--- config.mk ---
export PLATFORM = sky130hd
export DESIGN_NAME = sss_top
export DESIGN_NICKNAME = d
export VERILOG_FILES = /design/src/design/sss_top.v
export VERILOG_INCLUDE_DIRS = /design/src /design/src/design
export SDC_FILE = /design/constraint.sdc
export NUM_CORES = 1
export LEC_CHECK = 0
export BUFFER_PORTS_ARGS = -buffer_cell sky130_fd_sc_hd__buf_2
export CAP_MARGIN = 20
export CORE_MARGIN = 4
export CORE_UTILIZATION = 44
export CTS_CLUSTER_SIZE = 25
export DETAILED_ROUTE_END_ITERATION = 8
export GPL_TIMING_DRIVEN = 0
export PLACE_DENSITY = 0.7
export SLEW_MARGIN = 30
export SYNTH_ARGS = -nofsm -noshare
export SYNTH_HDL_FRONTEND = slang
export SYNTH_SLANG_ARGS = --single-unit
export TNS_END_PERCENT = 1
--- constraint.sdc ---
create_clock -name clk_in -period 2.65 [get_ports clk_in]
set_clock_uncertainty 0.05 [all_clocks]
set_input_delay 0 -clock clk_in [delete_from_list [all_inputs] [get_ports clk_in]]
set_output_delay 0 -clock clk_in [all_outputs]
set_load 0.01 [all_outputs]
--- src/design/sss_defs.vh ---
// Constants for the synchronous slave serial port
`ifndef SSS_DEFS_VH
`define SSS_DEFS_VH
// ==========================================
// Register byte addresses
`define SSS_ADDR_RXCTL 5'h00
`define SSS_ADDR_TXCTL 5'h04
`define SSS_ADDR_BAUD 5'h08
`define SSS_ADDR_RXBUF 5'h0C
`define SSS_ADDR_TXHOLD 5'h10
`define SSS_ADDR_IRQST 5'h14
`define SSS_ADDR_IRQMSK 5'h18
`define SSS_ADDR_INTCTL 5'h1C
// ==========================================
// Field positions
`define SSS_B_SERIAL_PORT_ENABLE 7
`define SSS_B_RX9 6
`define SSS_B_SINGLE_RECEIVE_ENABLE 5
`define SSS_B_CONTINUOUS_RECEIVE_ENABLE 4
`define SSS_B_OVERRUN_ERROR_FLAG 1
`define SSS_B_RECEIVED_NINTH_BIT 0
`define SSS_B_CLOCK_SOURCE_SELECT 7
`define SSS_B_TX9 6
`define SSS_B_TXEN 5
`define SSS_B_SYNC 4
`define SSS_B_TRMT 1
`define SSS_B_TX9D 0
`define SSS_B_CLOCK_POLARITY_SELECT 4
`define SSS_B_GIE 0
`define SSS_B_PERIPHERAL_INTERRUPT_ENABLE 1
`define SSS_B_RECEIVE_INTERRUPT_ENABLE 2
`define SSS_B_TRANSMIT_INTERRUPT_ENABLE 3
`define SSS_B_RECEIVE_FLAG 4
`define SSS_B_TRANSMIT_FLAG 5
`define SSS_EV_RX 0
`define SSS_EV_TX 1
`define SSS_EV_OVR 2
// ==========================================
// Widths, counts and reset values
`define SSS_EV_W 3
`define SSS_BITS8 4'h8
`define SSS_BITS9 4'h9
`define SSS_CNT_ZERO 4'h0
`define SSS_CNT_ONE 4'h1
`define SSS_BYTE_ZERO 8'h00
`define SSS_WORD_ZERO 32'h00000000
`define SSS_EV_ZERO 3'h0
`define SSS_SR_ZERO 9'h000
`endif

--- src/design/sss_top.v ---
// Synchronous slave serial port with Avalon-MM register access
`timescale 1ns/1ps
// Notes on behaviour
// - Slave receive: listening while continuous-receive is set, single-receive ignored
// - Slave mode: sync and enable set, source clear
// - Ninth received bit in status, low eight buffered
// - Receive flag on complete character, interrupt if enabled
// - Overrun cleared by continuous-receive disable or port disable
// - Sleep receive moves word to buffer, wakes
// - Shifting in sleep only in slave mode
// - Shift registers run from external shift clock
// - Whole word in sets receive flag, wakes
// - Word out reloads from holding, sets transmit flag
// - Holding register write clears transmit flag unless the word goes straight to the shifter
// - Wake resumes after sleep; vector if global
// - Device drives data pin on master clocks
// - Two writes: first shifts, second waits buffered
`include "sss_defs.vh"

module sss_top (
   input wire clk_in,
   input wire rst_b_in,
   input wire [4:0] avs_address_in,
   input wire avs_read_in,
   input wire avs_write_in,
   input wire [31:0] avs_writedata_in,
   input wire [3:0] avs_byteenable_in,
   output wire [31:0] avs_readdata_out,
   output wire avs_waitrequest_out,
   input wire sleep_in,
   input wire shift_clock_pin_in,
   input wire shared_data_pin_in,
   output wire shared_data_pin_out,
   output wire shared_data_pin_oe_out,
   output wire irq_out,
   output wire wake_out,
   output wire isr_call_out
);

   // ==========================================
   // Registers
   reg [7:0] rxctl_r;
   reg [7:0] txctl_r;
   reg [7:0] baud_r;
   reg [3:0] intctl_r;
   reg [`SSS_EV_W-1:0] irqst_r;
   reg [`SSS_EV_W-1:0] irqmsk_r;

   // Bus answer
   reg wait_r;
   reg [31:0] rdata_r;

   // Link synchronisers, with stage-valid marks for the clock chain only
   reg ck_s1_r, ck_s2_r, ck_s3_r;
   reg ck_v1_r, ck_v2_r, ck_v3_r;
   reg dt_s1_r, dt_s2_r;

   // Receive side
   reg [8:0] rsr_r;
   reg [3:0] rcnt_r;
   reg [7:0] rxbuf_r;
   reg received_ninth_bit_r;
   reg receive_flag_r;
   reg overrun_error_flag_r;

   // Transmit side
   reg [7:0] thold_r;
   reg thold_full_r;
   reg [8:0] tsr_r;
   reg tsr_full_r;
   reg [3:0] tcnt_r;

   // Output flops
   reg dout_r;
   reg doe_r;
   reg irq_r;
   reg wake_r;
   reg isr_r;

   // ==========================================
   // Mode decode
   wire serial_port_enable = rxctl_r[`SSS_B_SERIAL_PORT_ENABLE];
   wire continuous_receive_enable = rxctl_r[`SSS_B_CONTINUOUS_RECEIVE_ENABLE];
   wire slave_mode = txctl_r[`SSS_B_SYNC] & serial_port_enable & ~txctl_r[`SSS_B_CLOCK_SOURCE_SELECT];
   // Only slave mode has an external clock, so only it keeps shifting in sleep
   wire link_run = slave_mode;
   // Receiver never idle while enabled; single-receive bit plays no part
   wire rx_on = link_run & continuous_receive_enable;
   // One data pin: transmit only while the receiver is off
   wire tx_on = link_run & ~continuous_receive_enable & txctl_r[`SSS_B_TXEN];
   // Frame length in link clocks
   wire [3:0] rx_bits = rxctl_r[`SSS_B_RX9] ? `SSS_BITS9 : `SSS_BITS8;
   wire [3:0] tx_bits = txctl_r[`SSS_B_TX9] ? `SSS_BITS9 : `SSS_BITS8;

   // ==========================================
   // Bus access decode
   wire acc = ~wait_r;
   wire wr_go = avs_write_in & acc & avs_byteenable_in[0];
   wire rd_go = avs_read_in & acc;
   wire wr_rxctl = wr_go & (avs_address_in == `SSS_ADDR_RXCTL);
   wire wr_txctl = wr_go & (avs_address_in == `SSS_ADDR_TXCTL);
   wire wr_baud = wr_go & (avs_address_in == `SSS_ADDR_BAUD);
   wire wr_thold = wr_go & (avs_address_in == `SSS_ADDR_TXHOLD);
   wire wr_irqmsk = wr_go & (avs_address_in == `SSS_ADDR_IRQMSK);
   wire wr_intctl = wr_go & (avs_address_in == `SSS_ADDR_INTCTL);
   wire rd_rxbuf = rd_go & (avs_address_in == `SSS_ADDR_RXBUF);
   wire rd_irqst = rd_go & (avs_address_in == `SSS_ADDR_IRQST);
   wire [7:0] wd = avs_writedata_in[7:0];
   // Port reset and overrun clear follow the written value at once
   wire serial_port_enable_off = wr_rxctl & ~wd[`SSS_B_SERIAL_PORT_ENABLE];
   wire continuous_receive_enable_off = wr_rxctl & ~wd[`SSS_B_CONTINUOUS_RECEIVE_ENABLE];

   // ==========================================
   // Link edge detect on synchronised shift clock
   // The chain resets low whatever the pin idles at, so no edge counts
   // until a real pin sample has reached the third stage
   wire ck_rise = ck_v3_r & ck_s2_r & ~ck_s3_r;
   wire ck_fall = ck_v3_r & ~ck_s2_r & ck_s3_r;
   // Idle high clock: shift out on rise, sample on fall; idle low swaps
   wire pol = baud_r[`SSS_B_CLOCK_POLARITY_SELECT];
   wire smp_edge = pol ? ck_rise : ck_fall;
   wire upd_edge = pol ? ck_fall : ck_rise;

   // Receive path
   wire [8:0] rsr_shift = {dt_s2_r, rsr_r[8:1]};
   wire rx_last = rx_on & smp_edge & (rcnt_r == rx_bits - `SSS_CNT_ONE);
   wire rx_load = rx_last & ~receive_flag_r & ~overrun_error_flag_r;
   // A word completing on a full buffer is lost; the old one stays
   wire rx_ovr = rx_last & (receive_flag_r | overrun_error_flag_r);
   // A 9-bit word lands fully in rsr; an 8-bit one sits one place high
   wire [8:0] rx_word = rxctl_r[`SSS_B_RX9] ? rsr_shift : {1'b0, rsr_shift[8:1]};

   // Transmit path
   wire tx_done = tx_on & upd_edge & tsr_full_r & (tcnt_r == tx_bits - `SSS_CNT_ONE);
   // A finishing word frees the shifter in the same cycle as a reload
   wire tsr_free = ~tsr_full_r | tx_done;
   wire tx_xfer = tsr_free & (thold_full_r | wr_thold) & tx_on;
   wire [7:0] tx_src = thold_full_r ? thold_r : wd;

   // Events and interrupt flags
   wire [`SSS_EV_W-1:0] ev_set = {rx_ovr, tx_xfer, rx_load};
   wire transmit_flag = ~thold_full_r;
   // Wake serves a sleeping core only; an awake core sees irq_out
   wire wake_nxt = sleep_in & intctl_r[`SSS_B_PERIPHERAL_INTERRUPT_ENABLE]
      & ((receive_flag_r & intctl_r[`SSS_B_RECEIVE_INTERRUPT_ENABLE]) | (transmit_flag & intctl_r[`SSS_B_TRANSMIT_INTERRUPT_ENABLE]));

   // ==========================================
   // Per-event status and pending bits
   // A setting event wins over the read that clears its status bit
   wire [`SSS_EV_W-1:0] irqst_nxt;
   wire [`SSS_EV_W-1:0] ev_pend;
   genvar ev_i;
   generate
      for (ev_i = 0; ev_i < `SSS_EV_W; ev_i = ev_i + 1) begin : g_ev
         assign irqst_nxt[ev_i] = ev_set[ev_i] | (irqst_r[ev_i] & ~rd_irqst);
         assign ev_pend[ev_i] = irqst_r[ev_i] & irqmsk_r[ev_i];
      end
   endgenerate

   // ==========================================
   // Read data mux
   reg [31:0] rdata_nxt;
   always @* begin
      // Unmapped addresses read as zero
      rdata_nxt = `SSS_WORD_ZERO;
      if (avs_address_in == `SSS_ADDR_RXCTL) begin
         rdata_nxt[7:0] = {rxctl_r[7:2], overrun_error_flag_r, received_ninth_bit_r};
      end else if (avs_address_in == `SSS_ADDR_TXCTL) begin
         rdata_nxt[7:0] = {txctl_r[7:2], ~tsr_full_r, txctl_r[`SSS_B_TX9D]};
      end else if (avs_address_in == `SSS_ADDR_BAUD) begin
         rdata_nxt[7:0] = baud_r;
      end else if (avs_address_in == `SSS_ADDR_RXBUF) begin
         rdata_nxt[7:0] = rxbuf_r;
      end else if (avs_address_in == `SSS_ADDR_IRQST) begin
         rdata_nxt[`SSS_EV_W-1:0] = irqst_r;
      end else if (avs_address_in == `SSS_ADDR_IRQMSK) begin
         rdata_nxt[`SSS_EV_W-1:0] = irqmsk_r;
      end else if (avs_address_in == `SSS_ADDR_INTCTL) begin
         rdata_nxt[7:0] = {2'h0, transmit_flag, receive_flag_r, intctl_r};
      end
   end

   // ==========================================
   // Bus handshake: one wait cycle, answer on the second edge
   // Registered answer keeps the read mux off the bus timing path
   always @(posedge clk_in or negedge rst_b_in) begin
      if (!rst_b_in) begin
         wait_r <= 1'b1;
         rdata_r <= `SSS_WORD_ZERO;
      end else begin
         wait_r <= ~((avs_read_in | avs_write_in) & wait_r);
         if (wait_r) begin
            rdata_r <= rdata_nxt;
         end
      end
   end

   // ==========================================
   // Control registers
   always @(posedge clk_in or negedge rst_b_in) begin
      if (!rst_b_in) begin
         rxctl_r <= `SSS_BYTE_ZERO;
         txctl_r <= `SSS_BYTE_ZERO;
         baud_r <= `SSS_BYTE_ZERO;
         intctl_r <= `SSS_CNT_ZERO;
         irqmsk_r <= `SSS_EV_ZERO;
      end else begin
         // Read-only bits are not stored; the read mux supplies them
         if (wr_rxctl) begin
            rxctl_r <= {wd[7:2], 2'h0};
         end
         if (wr_txctl) begin
            txctl_r <= {wd[7:2], 1'b0, wd[`SSS_B_TX9D]};
         end
         if (wr_baud) begin
            baud_r <= {3'h0, wd[`SSS_B_CLOCK_POLARITY_SELECT], 4'h0};
         end
         if (wr_intctl) begin
            intctl_r <= wd[3:0];
         end
         if (wr_irqmsk) begin
            irqmsk_r <= wd[`SSS_EV_W-1:0];
         end
      end
   end

   // ==========================================
   // Synchronisers for the link pins
   always @(posedge clk_in or negedge rst_b_in) begin
      if (!rst_b_in) begin
         ck_s1_r <= 1'b0;
         ck_s2_r <= 1'b0;
         ck_s3_r <= 1'b0;
         ck_v1_r <= 1'b0;
         ck_v2_r <= 1'b0;
         ck_v3_r <= 1'b0;
         dt_s1_r <= 1'b0;
         dt_s2_r <= 1'b0;
      end else begin
         ck_s1_r <= shift_clock_pin_in;
         ck_s2_r <= ck_s1_r;
         ck_s3_r <= ck_s2_r;
         // Valid marks trail the clock samples by the same three edges
         ck_v1_r <= 1'b1;
         ck_v2_r <= ck_v1_r;
         ck_v3_r <= ck_v2_r;
         dt_s1_r <= shared_data_pin_in;
         dt_s2_r <= dt_s1_r;
      end
   end

   // ==========================================
   // Receiver
   always @(posedge clk_in or negedge rst_b_in) begin
      if (!rst_b_in) begin
         rsr_r <= `SSS_SR_ZERO;
         rcnt_r <= `SSS_CNT_ZERO;
         rxbuf_r <= `SSS_BYTE_ZERO;
         received_ninth_bit_r <= 1'b0;
         receive_flag_r <= 1'b0;
         overrun_error_flag_r <= 1'b0;
      end else if (serial_port_enable_off) begin
         rsr_r <= `SSS_SR_ZERO;
         rcnt_r <= `SSS_CNT_ZERO;
         receive_flag_r <= 1'b0;
         overrun_error_flag_r <= 1'b0;
      end else begin
         // A cut word restarts from bit zero, never completes late
         if (!rx_on || continuous_receive_enable_off) begin
            rcnt_r <= `SSS_CNT_ZERO;
         end else if (smp_edge) begin
            rsr_r <= rsr_shift;
            rcnt_r <= rx_last ? `SSS_CNT_ZERO : rcnt_r + `SSS_CNT_ONE;
         end
         if (rx_load) begin
            rxbuf_r <= rx_word[7:0];
            received_ninth_bit_r <= rx_word[8];
         end
         // New word wins over a read in the same cycle
         if (rx_load) begin
            receive_flag_r <= 1'b1;
         end else if (rd_rxbuf) begin
            receive_flag_r <= 1'b0;
         end
         if (rx_ovr) begin
            overrun_error_flag_r <= 1'b1;
         end else if (continuous_receive_enable_off) begin
            overrun_error_flag_r <= 1'b0;
         end
      end
   end

   // ==========================================
   // Transmitter
   always @(posedge clk_in or negedge rst_b_in) begin
      if (!rst_b_in) begin
         thold_r <= `SSS_BYTE_ZERO;
         thold_full_r <= 1'b0;
         tsr_r <= `SSS_SR_ZERO;
         tsr_full_r <= 1'b0;
         tcnt_r <= `SSS_CNT_ZERO;
      end else if (serial_port_enable_off) begin
         // Port disable drops both words; software must write them again
         thold_full_r <= 1'b0;
         tsr_full_r <= 1'b0;
         tcnt_r <= `SSS_CNT_ZERO;
      end else begin
         if (tx_xfer) begin
            // Empty shifter takes the oldest word at once
            tsr_r <= {txctl_r[`SSS_B_TX9D], tx_src};
            tsr_full_r <= 1'b1;
            tcnt_r <= `SSS_CNT_ZERO;
         end else if (tx_done || !tx_on) begin
            tsr_full_r <= tx_done ? 1'b0 : tsr_full_r;
            tcnt_r <= `SSS_CNT_ZERO;
         end else if (upd_edge && tsr_full_r) begin
            tsr_r <= {1'b0, tsr_r[8:1]};
            tcnt_r <= tcnt_r + `SSS_CNT_ONE;
         end
         // A write while a word waits and the shifter stays busy is dropped
         if (wr_thold && thold_full_r && !tx_xfer) begin
            thold_r <= thold_r;
         end else if (wr_thold && !(tx_xfer && !thold_full_r)) begin
            thold_r <= wd;
            thold_full_r <= 1'b1;
         end else if (tx_xfer) begin
            thold_full_r <= 1'b0;
         end
      end
   end

   // ==========================================
   // Event status and interrupt outputs
   always @(posedge clk_in or negedge rst_b_in) begin
      if (!rst_b_in) begin
         irqst_r <= `SSS_EV_ZERO;
         irq_r <= 1'b0;
         wake_r <= 1'b0;
         isr_r <= 1'b0;
      end else begin
         irqst_r <= irqst_nxt;
         irq_r <= |ev_pend;
         wake_r <= wake_nxt;
         isr_r <= wake_nxt & intctl_r[`SSS_B_GIE];
      end
   end

   // ==========================================
   // Data pin outputs
   always @(posedge clk_in or negedge rst_b_in) begin
      if (!rst_b_in) begin
         dout_r <= 1'b0;
         doe_r <= 1'b0;
      end else begin
         // Drive only in transmit mode; otherwise the master owns the line
         dout_r <= tsr_r[0];
         doe_r <= tx_on;
      end
   end

   assign avs_readdata_out = rdata_r;
   assign avs_waitrequest_out = wait_r;
   assign shared_data_pin_out = dout_r;
   assign shared_data_pin_oe_out = doe_r;
   assign irq_out = irq_r;
   assign wake_out = wake_r;
   assign isr_call_out = isr_r;

endmodule

# Yosys cells after proc, flatten, opt, wreduce, memory -nomap -nowiden
# Index checks and enable logic that the tools add are counted.
# W data, S select, Z words.
[word_totals] regBits=93 latch_bits=0 ram_bits=0 romBits=0 inputBits=48 elab_cells=187 memories=0
[op_classes] add_sub_neg=4 n_mul=0 div_mod_pow=0 magnitude_cmp=0 n_eq_ne=12 n_shift=0 mux=43 n_bitwise=67 n_reduce_logical=29
[ops] op="$mux W9" n=7
[ops] op="$and A1 B1 Y1" n=44
[ops] op="$mux W8" n=5
[ops] op="$mux W4" n=8
[ops] op="$eq A5 B5 Y1 const B" n=4
[ops] op="$mux W1" n=18
[ops] op="$reduce_bool A3 Y1" n=6
[ops] op="$not A1 Y1" n=15
[ops] op="$eq A5 B4 Y1 const B" n=2
[ops] op="$mux W3" n=3
[ops] op="$add A4 B1 Y4 const B" n=2
[ops] op="$eq A4 B4 Y1" n=2
[ops] op="$or A1 B1 Y1" n=8
[ops] op="$reduce_and A2 Y1" n=4
[ops] op="$sub A4 B1 Y4 const B" n=2
[ops] op="$mux W6" n=1
[ops] op="$ne A2 B2 Y1 const B" n=3
[ops] op="$reduce_and A3 Y1" n=2
[ops] op="$eq A5 B3 Y1 const B" n=1
[ops] op="$logic_and A1 B1 Y1" n=5
[ops] op="$logic_not A1 Y1" n=5
[ops] op="$logic_not A5 Y1" n=1
[ops] op="$mux W5" n=1
[ops] op="$reduce_bool A2 Y1" n=2
[ops] op="other kinds (3)" n=4

# Logic depth before layout (Yosys ltp)
[depth] word_depth=16 mapped_depth=8 mapped_depth_nobuf=6

# Least setup slack after synthesis
# OpenSTA, ideal clock, no wires.
[synth_path] path_type="flip-flop to flip-flop" from="reg wait_r, in the netlist avs_waitrequest_out" to="reg tsr_r[8]" setup_time_ns=0.125 t_arrival_ns=2.012 t_required_ns=2.475 slack_ns=0.463 path_stages_with_launch=8 path_buffers=2 period_less_slack_ns=2.187 cell_sequence="dfstp_2 > buf_2 > and4bb_2 > nand3_1 > o22ai_1 > or2_1 > buf_6 > mux2_4"
[synth_via] elab_chain_len=9
[synth_rtl] item="start: declaration" line="sss_top.v:50" source="reg wait_r;"
[synth_rtl] item="start signal: assignment" line="sss_top.v:191" source="wait_r <= ~((avs_read_in | avs_write_in) & wait_r);"
[synth_rtl] item="$not A1 Y1 *" line="sss_top.v:97" source="wire acc = ~wait_r;"
[synth_rtl] item="$and A1 B1 Y1 * (2 in a row)" line="sss_top.v:98" source="wire wr_go = avs_write_in & acc & avs_byteenable_in[0];"
[synth_rtl] item="$and A1 B1 Y1" line="sss_top.v:103" source="wire wr_thold = wr_go & (avs_address_in == `SSS_ADDR_TXHOLD);"
[synth_rtl] item="$or A1 B1 Y1" line="sss_top.v:137" source="wire tx_xfer = tsr_free & (thold_full_r | wr_thold) & tx_on;"
[synth_rtl] item="$and A1 B1 Y1 (2 in a row)" line="sss_top.v:137"
[synth_rtl] item="$ne A2 B2 Y1 (no source line) / $reduce_bool A2 Y1 (equally long branches)"
[synth_rtl] item="$reduce_and A3 Y1 (no source line)"
[synth_rtl] item="end signal: assignment" line="sss_top.v:299" source="tsr_r <= `SSS_SR_ZERO;"
[synth_rtl] item="end signal: assignment" line="sss_top.v:310" source="tsr_r <= {txctl_r[`SSS_B_TX9D], tx_src};"
[synth_rtl] item="end signal: assignment" line="sss_top.v:317" source="tsr_r <= {1'b0, tsr_r[8:1]};"
[synth_rtl] item="end: declaration" line="sss_top.v:69" source="reg [8:0] tsr_r;"
# Mark *: on every way between the ends. The rest lies on a longest branch, timed or not.
# A chain may end at the register's enable or synchronous reset.

# Worst setup path after layout
# Same ends and word-level chain as after synthesis.

==> implementation parameters <==
Parameter                              Value

Synth
  Count of state elements after synthesis    92
  Basic-gate share of the synthesized area counting and, or, nand and nor cells    0.171
  Post-Syn Area per Cell    10.7 um2
  Number of different library cells in the post-synthesis netlist    67
  Synth Flop Type    sky130_fd_sc_hd__dfrtp_1
  Total number of yosys warnings    0
  XOR/XNOR Fraction of Synth Area    0.00181
  Sequential area share after synthesis    0.477
  EDFF count, synth    0
  Post-synth ARST share    1.00
  Post-Synthesis Cells    453
  Proportion of synthesized area in mux cells    0.158
  Area fraction in compound gates after synthesis    0.108
  Netlist Area Pre-Place    4830 um2
  Main combinational cell family by area after synthesis    simple AND/OR/NAND/NOR gates
  Synth Area in Adders    0.00725

GRT
  Initial antenna violation count    0
  Global-route wire length before repair    17900 um
  Via count of the first global-routing pass    3538
  Leftover overflow at the end of global routing    0
  Pin count of the biggest net entering global routing    51
  Total global routing track utilization    0.174

Power
  P per Cell Area    518 nW/um2
  Switch Pwr    approximately 770 uW
  Fraction of power consumed by the clock network    0.338
  Peak supply drop    0.000237 V
  Part of the total power dissipated in combinational logic    0.132
  Net Sw Frac    0.265
  Proportion of power drawn by flip-flops and latches    0.530
  Cell leakage power    2.57 nW
  Cell-internal power    approximately 2.1 mW

Floorplanning
  Die outline area    between 10000 and 15000 um2
  Initial Utilization    0.448
  Placeable core area    10800 um2
  I/O pin total    86
  Row count    38
  Vertical die dimension    113 um
  Overall die width    about 110 um

Clock tree
  Clock net sink count    92
  Number of buffers created by CTS    9
  # H-tree levels    3
  Root buffer cell    sky130_fd_sc_hd__clkbuf_8
  Clock latency of the later-clocked register in the worst-skew pair    0.35 ns
  Number of buffers on the longest clock path    2
  Number of buffers inserted to repair setup after CTS    0
  Clock slew seen by the registers of the worst setup and hold paths    0.09 ns
  Clock tree from TritonCTS    done

Flow run
  Max-cap violation count    0

Worst setup path
  Type of element launching the critical path    flop
  Critical path arrival    2.64 ns
  Biggest fanout along the worst timing path    10
  Required arrival time at the worst endpoint    2.84 ns
  Sort of element at the end of the critical path    flop
  Critical path class    flop to flop

Route
  Total wire length after detailed routing    10900 um
  Number of vias after detailed routing    approximately 3700
  Remaining DRCs    0
  Residual antenna-violating net count after detailed routing    0
  Vias/cell    5.44
  Average detailed-routed wire length per instance    16.1 um
  Pre-Repair DR Iteration Count    5
  Drt initial violations    277

Min path
  Hold WC Path Type    input pin to flop

Cells and area
  Post-layout nets    581
  Layout cell share with drive strength beyond 1    0.257
  Fill count    ~960
  Fin area    5610 um2
  Utilization of the core after routing    0.520
  Layout overhead on the synthesized area    16.1%
  Total inserted antenna cells    0

Placement
  Cell area after placement    5280 um2
  Placer congestion estimate    0.935
  Total half-perimeter wirelength after legalization and detailed placement    between 7000 and 8000 um
  Number of port buffers    30

Outcome
  Run status    complete, no violations

Timing
  Minimum hold slack    roughly 0.024 ns
  Endpoints failing hold    0
  Setup Total Neg Slack    0 ns
  Final Cycle Share    0.925
  Slew at the pin with the worst max-slew slack    about 0.8 ns
  RSZ-0062 raised after global routing    no
  Slew HR    0.461
  Final setup violation count    0
  Minimum clock period after layout    2.45 ns
  Pins Over Slew Limit    0
  Highest Clock Rate    408 MHz
==> flip-flops by register name, indices dropped and copies added, names as in the netlist, 3 cells and up <==
signal,count
rxbuf_r,8
irqmsk_r,3
rsr_r,8
rxctl_r,6
thold_r,8
avs_readdata_out,8
rcnt_r,4
intctl_r,4
tsr_r,9
irqst_r,3
txctl_r,7
tcnt_r,4
==> worst max-delay path, cell delays in order, from the launching register on <==
cell                       delay, ns
sky130_fd_sc_hd__dfstp_2        0.55
sky130_fd_sc_hd__buf_2          0.19
sky130_fd_sc_hd__and4bb_2       0.28
sky130_fd_sc_hd__nand3_1        0.38
sky130_fd_sc_hd__o22ai_1        0.19
sky130_fd_sc_hd__or2_1          0.25
sky130_fd_sc_hd__buf_6          0.15
sky130_fd_sc_hd__mux2_4         0.29
==> cells in the mapped netlist (5+ instances only) <==
| cell type | number | share of area |
|---|---|---|
| sky130_fd_sc_hd__mux2i_1 | 22 | 0.046 |
| sky130_fd_sc_hd__buf_4 | 25 | 0.039 |
| sky130_fd_sc_hd__nor2b_1 | 6 | 0.0078 |
| sky130_fd_sc_hd__a22oi_1 | 6 | 0.0093 |
| sky130_fd_sc_hd__o22ai_1 | 7 | 0.0091 |
| sky130_fd_sc_hd__a31oi_1 | 8 | 0.010 |
| sky130_fd_sc_hd__clkbuf_1 | 11 | 0.0085 |
| sky130_fd_sc_hd__dfrtp_1 | 91 | 0.47 |
| sky130_fd_sc_hd__nand3_1 | 23 | 0.024 |
| sky130_fd_sc_hd__buf_2 | 5 | 0.0052 |
| sky130_fd_sc_hd__nand2_1 | 33 | 0.026 |
| sky130_fd_sc_hd__nor2_1 | 25 | 0.019 |
| sky130_fd_sc_hd__mux2_2 | 47 | 0.11 |
| sky130_fd_sc_hd__o21ai_0 | 10 | 0.010 |
| sky130_fd_sc_hd__inv_1 | 19 | 0.015 |
| sky130_fd_sc_hd__nand4_1 | 12 | 0.016 |
| sky130_fd_sc_hd__nor3_1 | 11 | 0.011 |
| sky130_fd_sc_hd__o221ai_1 | 9 | 0.016 |
| sky130_fd_sc_hd__a21oi_1 | 8 | 0.0083 |
==> stage by stage <==
stage          std cells  power, mW  setup WS, ns
6_report             676       2.91         0.200
3_3_place_gp         646       1.92         0.210
3_5_place_dp         647       1.93         0.219
5_1_grt              676       3.03        0.0832
2_1_floorplan        476       1.79         0.463
4_1_cts              676       2.93         0.205
==> power by group through the flow <==
stage | Combinational (mW) | Clock [mW] | Sequential [mW]
6_report | 0.383 | 0.983 | 1.54
5_1_grt | 0.425 | 1.06 | 1.55
4_1_cts | 0.384 | 1.00 | 1.54
3_5_place_dp | 0.366 | 0 | 1.57
3_3_place_gp | 0.354 | 0 | 1.56
2_1_floorplan | 0.239 | 0 | 1.55
==> logic make-up (layout without fill, tap and decap cells) <==
logic type	after synthesis	after routing
fa+ha+maj	3	3
mux	70	70
other cells	2	25
flops	92	92
simple gates	148	148
buf+inv	67	127
compound gates	70	70
xor+xnor	1	1
==> layout by cell type (no fill, tap or decap), types with 3 or more instances in the layout <==
cell,instances
sky130_fd_sc_hd__clkbuf_8,11
sky130_fd_sc_hd__mux2i_1,22
sky130_fd_sc_hd__buf_4,25
sky130_fd_sc_hd__nand4_1,12
sky130_fd_sc_hd__dlygate4sd3_1,13
sky130_fd_sc_hd__o21ai_0,10
sky130_fd_sc_hd__inv_1,19
sky130_fd_sc_hd__nand2_1,33
sky130_fd_sc_hd__nor2_1,25
sky130_fd_sc_hd__nor3_1,11
sky130_fd_sc_hd__nand3_1,23
sky130_fd_sc_hd__o21a_1,3
sky130_fd_sc_hd__buf_2,34
sky130_fd_sc_hd__a31oi_1,8
sky130_fd_sc_hd__a22oi_1,6
sky130_fd_sc_hd__nand2b_1,3
sky130_fd_sc_hd__or4_1,3
sky130_fd_sc_hd__or3_1,4
sky130_fd_sc_hd__a21oi_1,8
sky130_fd_sc_hd__nor3b_1,3
sky130_fd_sc_hd__nor2b_1,6
sky130_fd_sc_hd__mux2_2,47
sky130_fd_sc_hd__conb_1,25
sky130_fd_sc_hd__clkbuf_1,13
sky130_fd_sc_hd__buf_1,4
sky130_fd_sc_hd__dfrtp_1,91
sky130_fd_sc_hd__o22ai_1,7
sky130_fd_sc_hd__o221ai_1,9
sky130_fd_sc_hd__nand3b_1,4
sky130_fd_sc_hd__buf_6,3
==> path summary, 6_finish.rpt <==
check	start	to	slack [ns]	cells after the start
min in group asynchronous	rst_b_in	tsr_r[2]	0.08	2
worst max-delay path	avs_waitrequest_out	tsr_r[8]	0.20	7
worst min-delay path	avs_address_in[3]	irqst_r[0]	0.02	4
max in group asynchronous	rst_b_in	avs_waitrequest_out	1.83	3
worst min register to register	ck_v1_r	ck_v2_r	0.30	0
worst max register to register	avs_waitrequest_out	tsr_r[8]	0.20	7
==> final cells by class <==
class / instances / area (um2) / area share
sequential: 92 / 2300 / 0.410
multi-input combinational: 317 / 2250 / 0.401
timing repair buffer: 44 / 314 / 0.0560
buffer: 47 / 292 / 0.0519
tap: 140 / 175 / 0.0312
clock buffer: 13 / 159 / 0.0283
inverter: 20 / 75.1 / 0.0134
clock inverter: 3 / 45.0 / 0.00802
==> per-layer routing <==
layer  vias up  wire length [um]  GRT usage
li1       1750                 -          -
met1      1816              4850      0.238
met2        91              5300      0.278
met3        20               504     0.0337
met4         0               200     0.0585
met5         -                 0          0
==> what timing repair did <==
action                                 CTS  global route
hold buffers                            13             0
endpoints found under the hold margin  113             0
gates resized for setup                  0             0
Note: power is estimated with default switching activity, not from simulation.
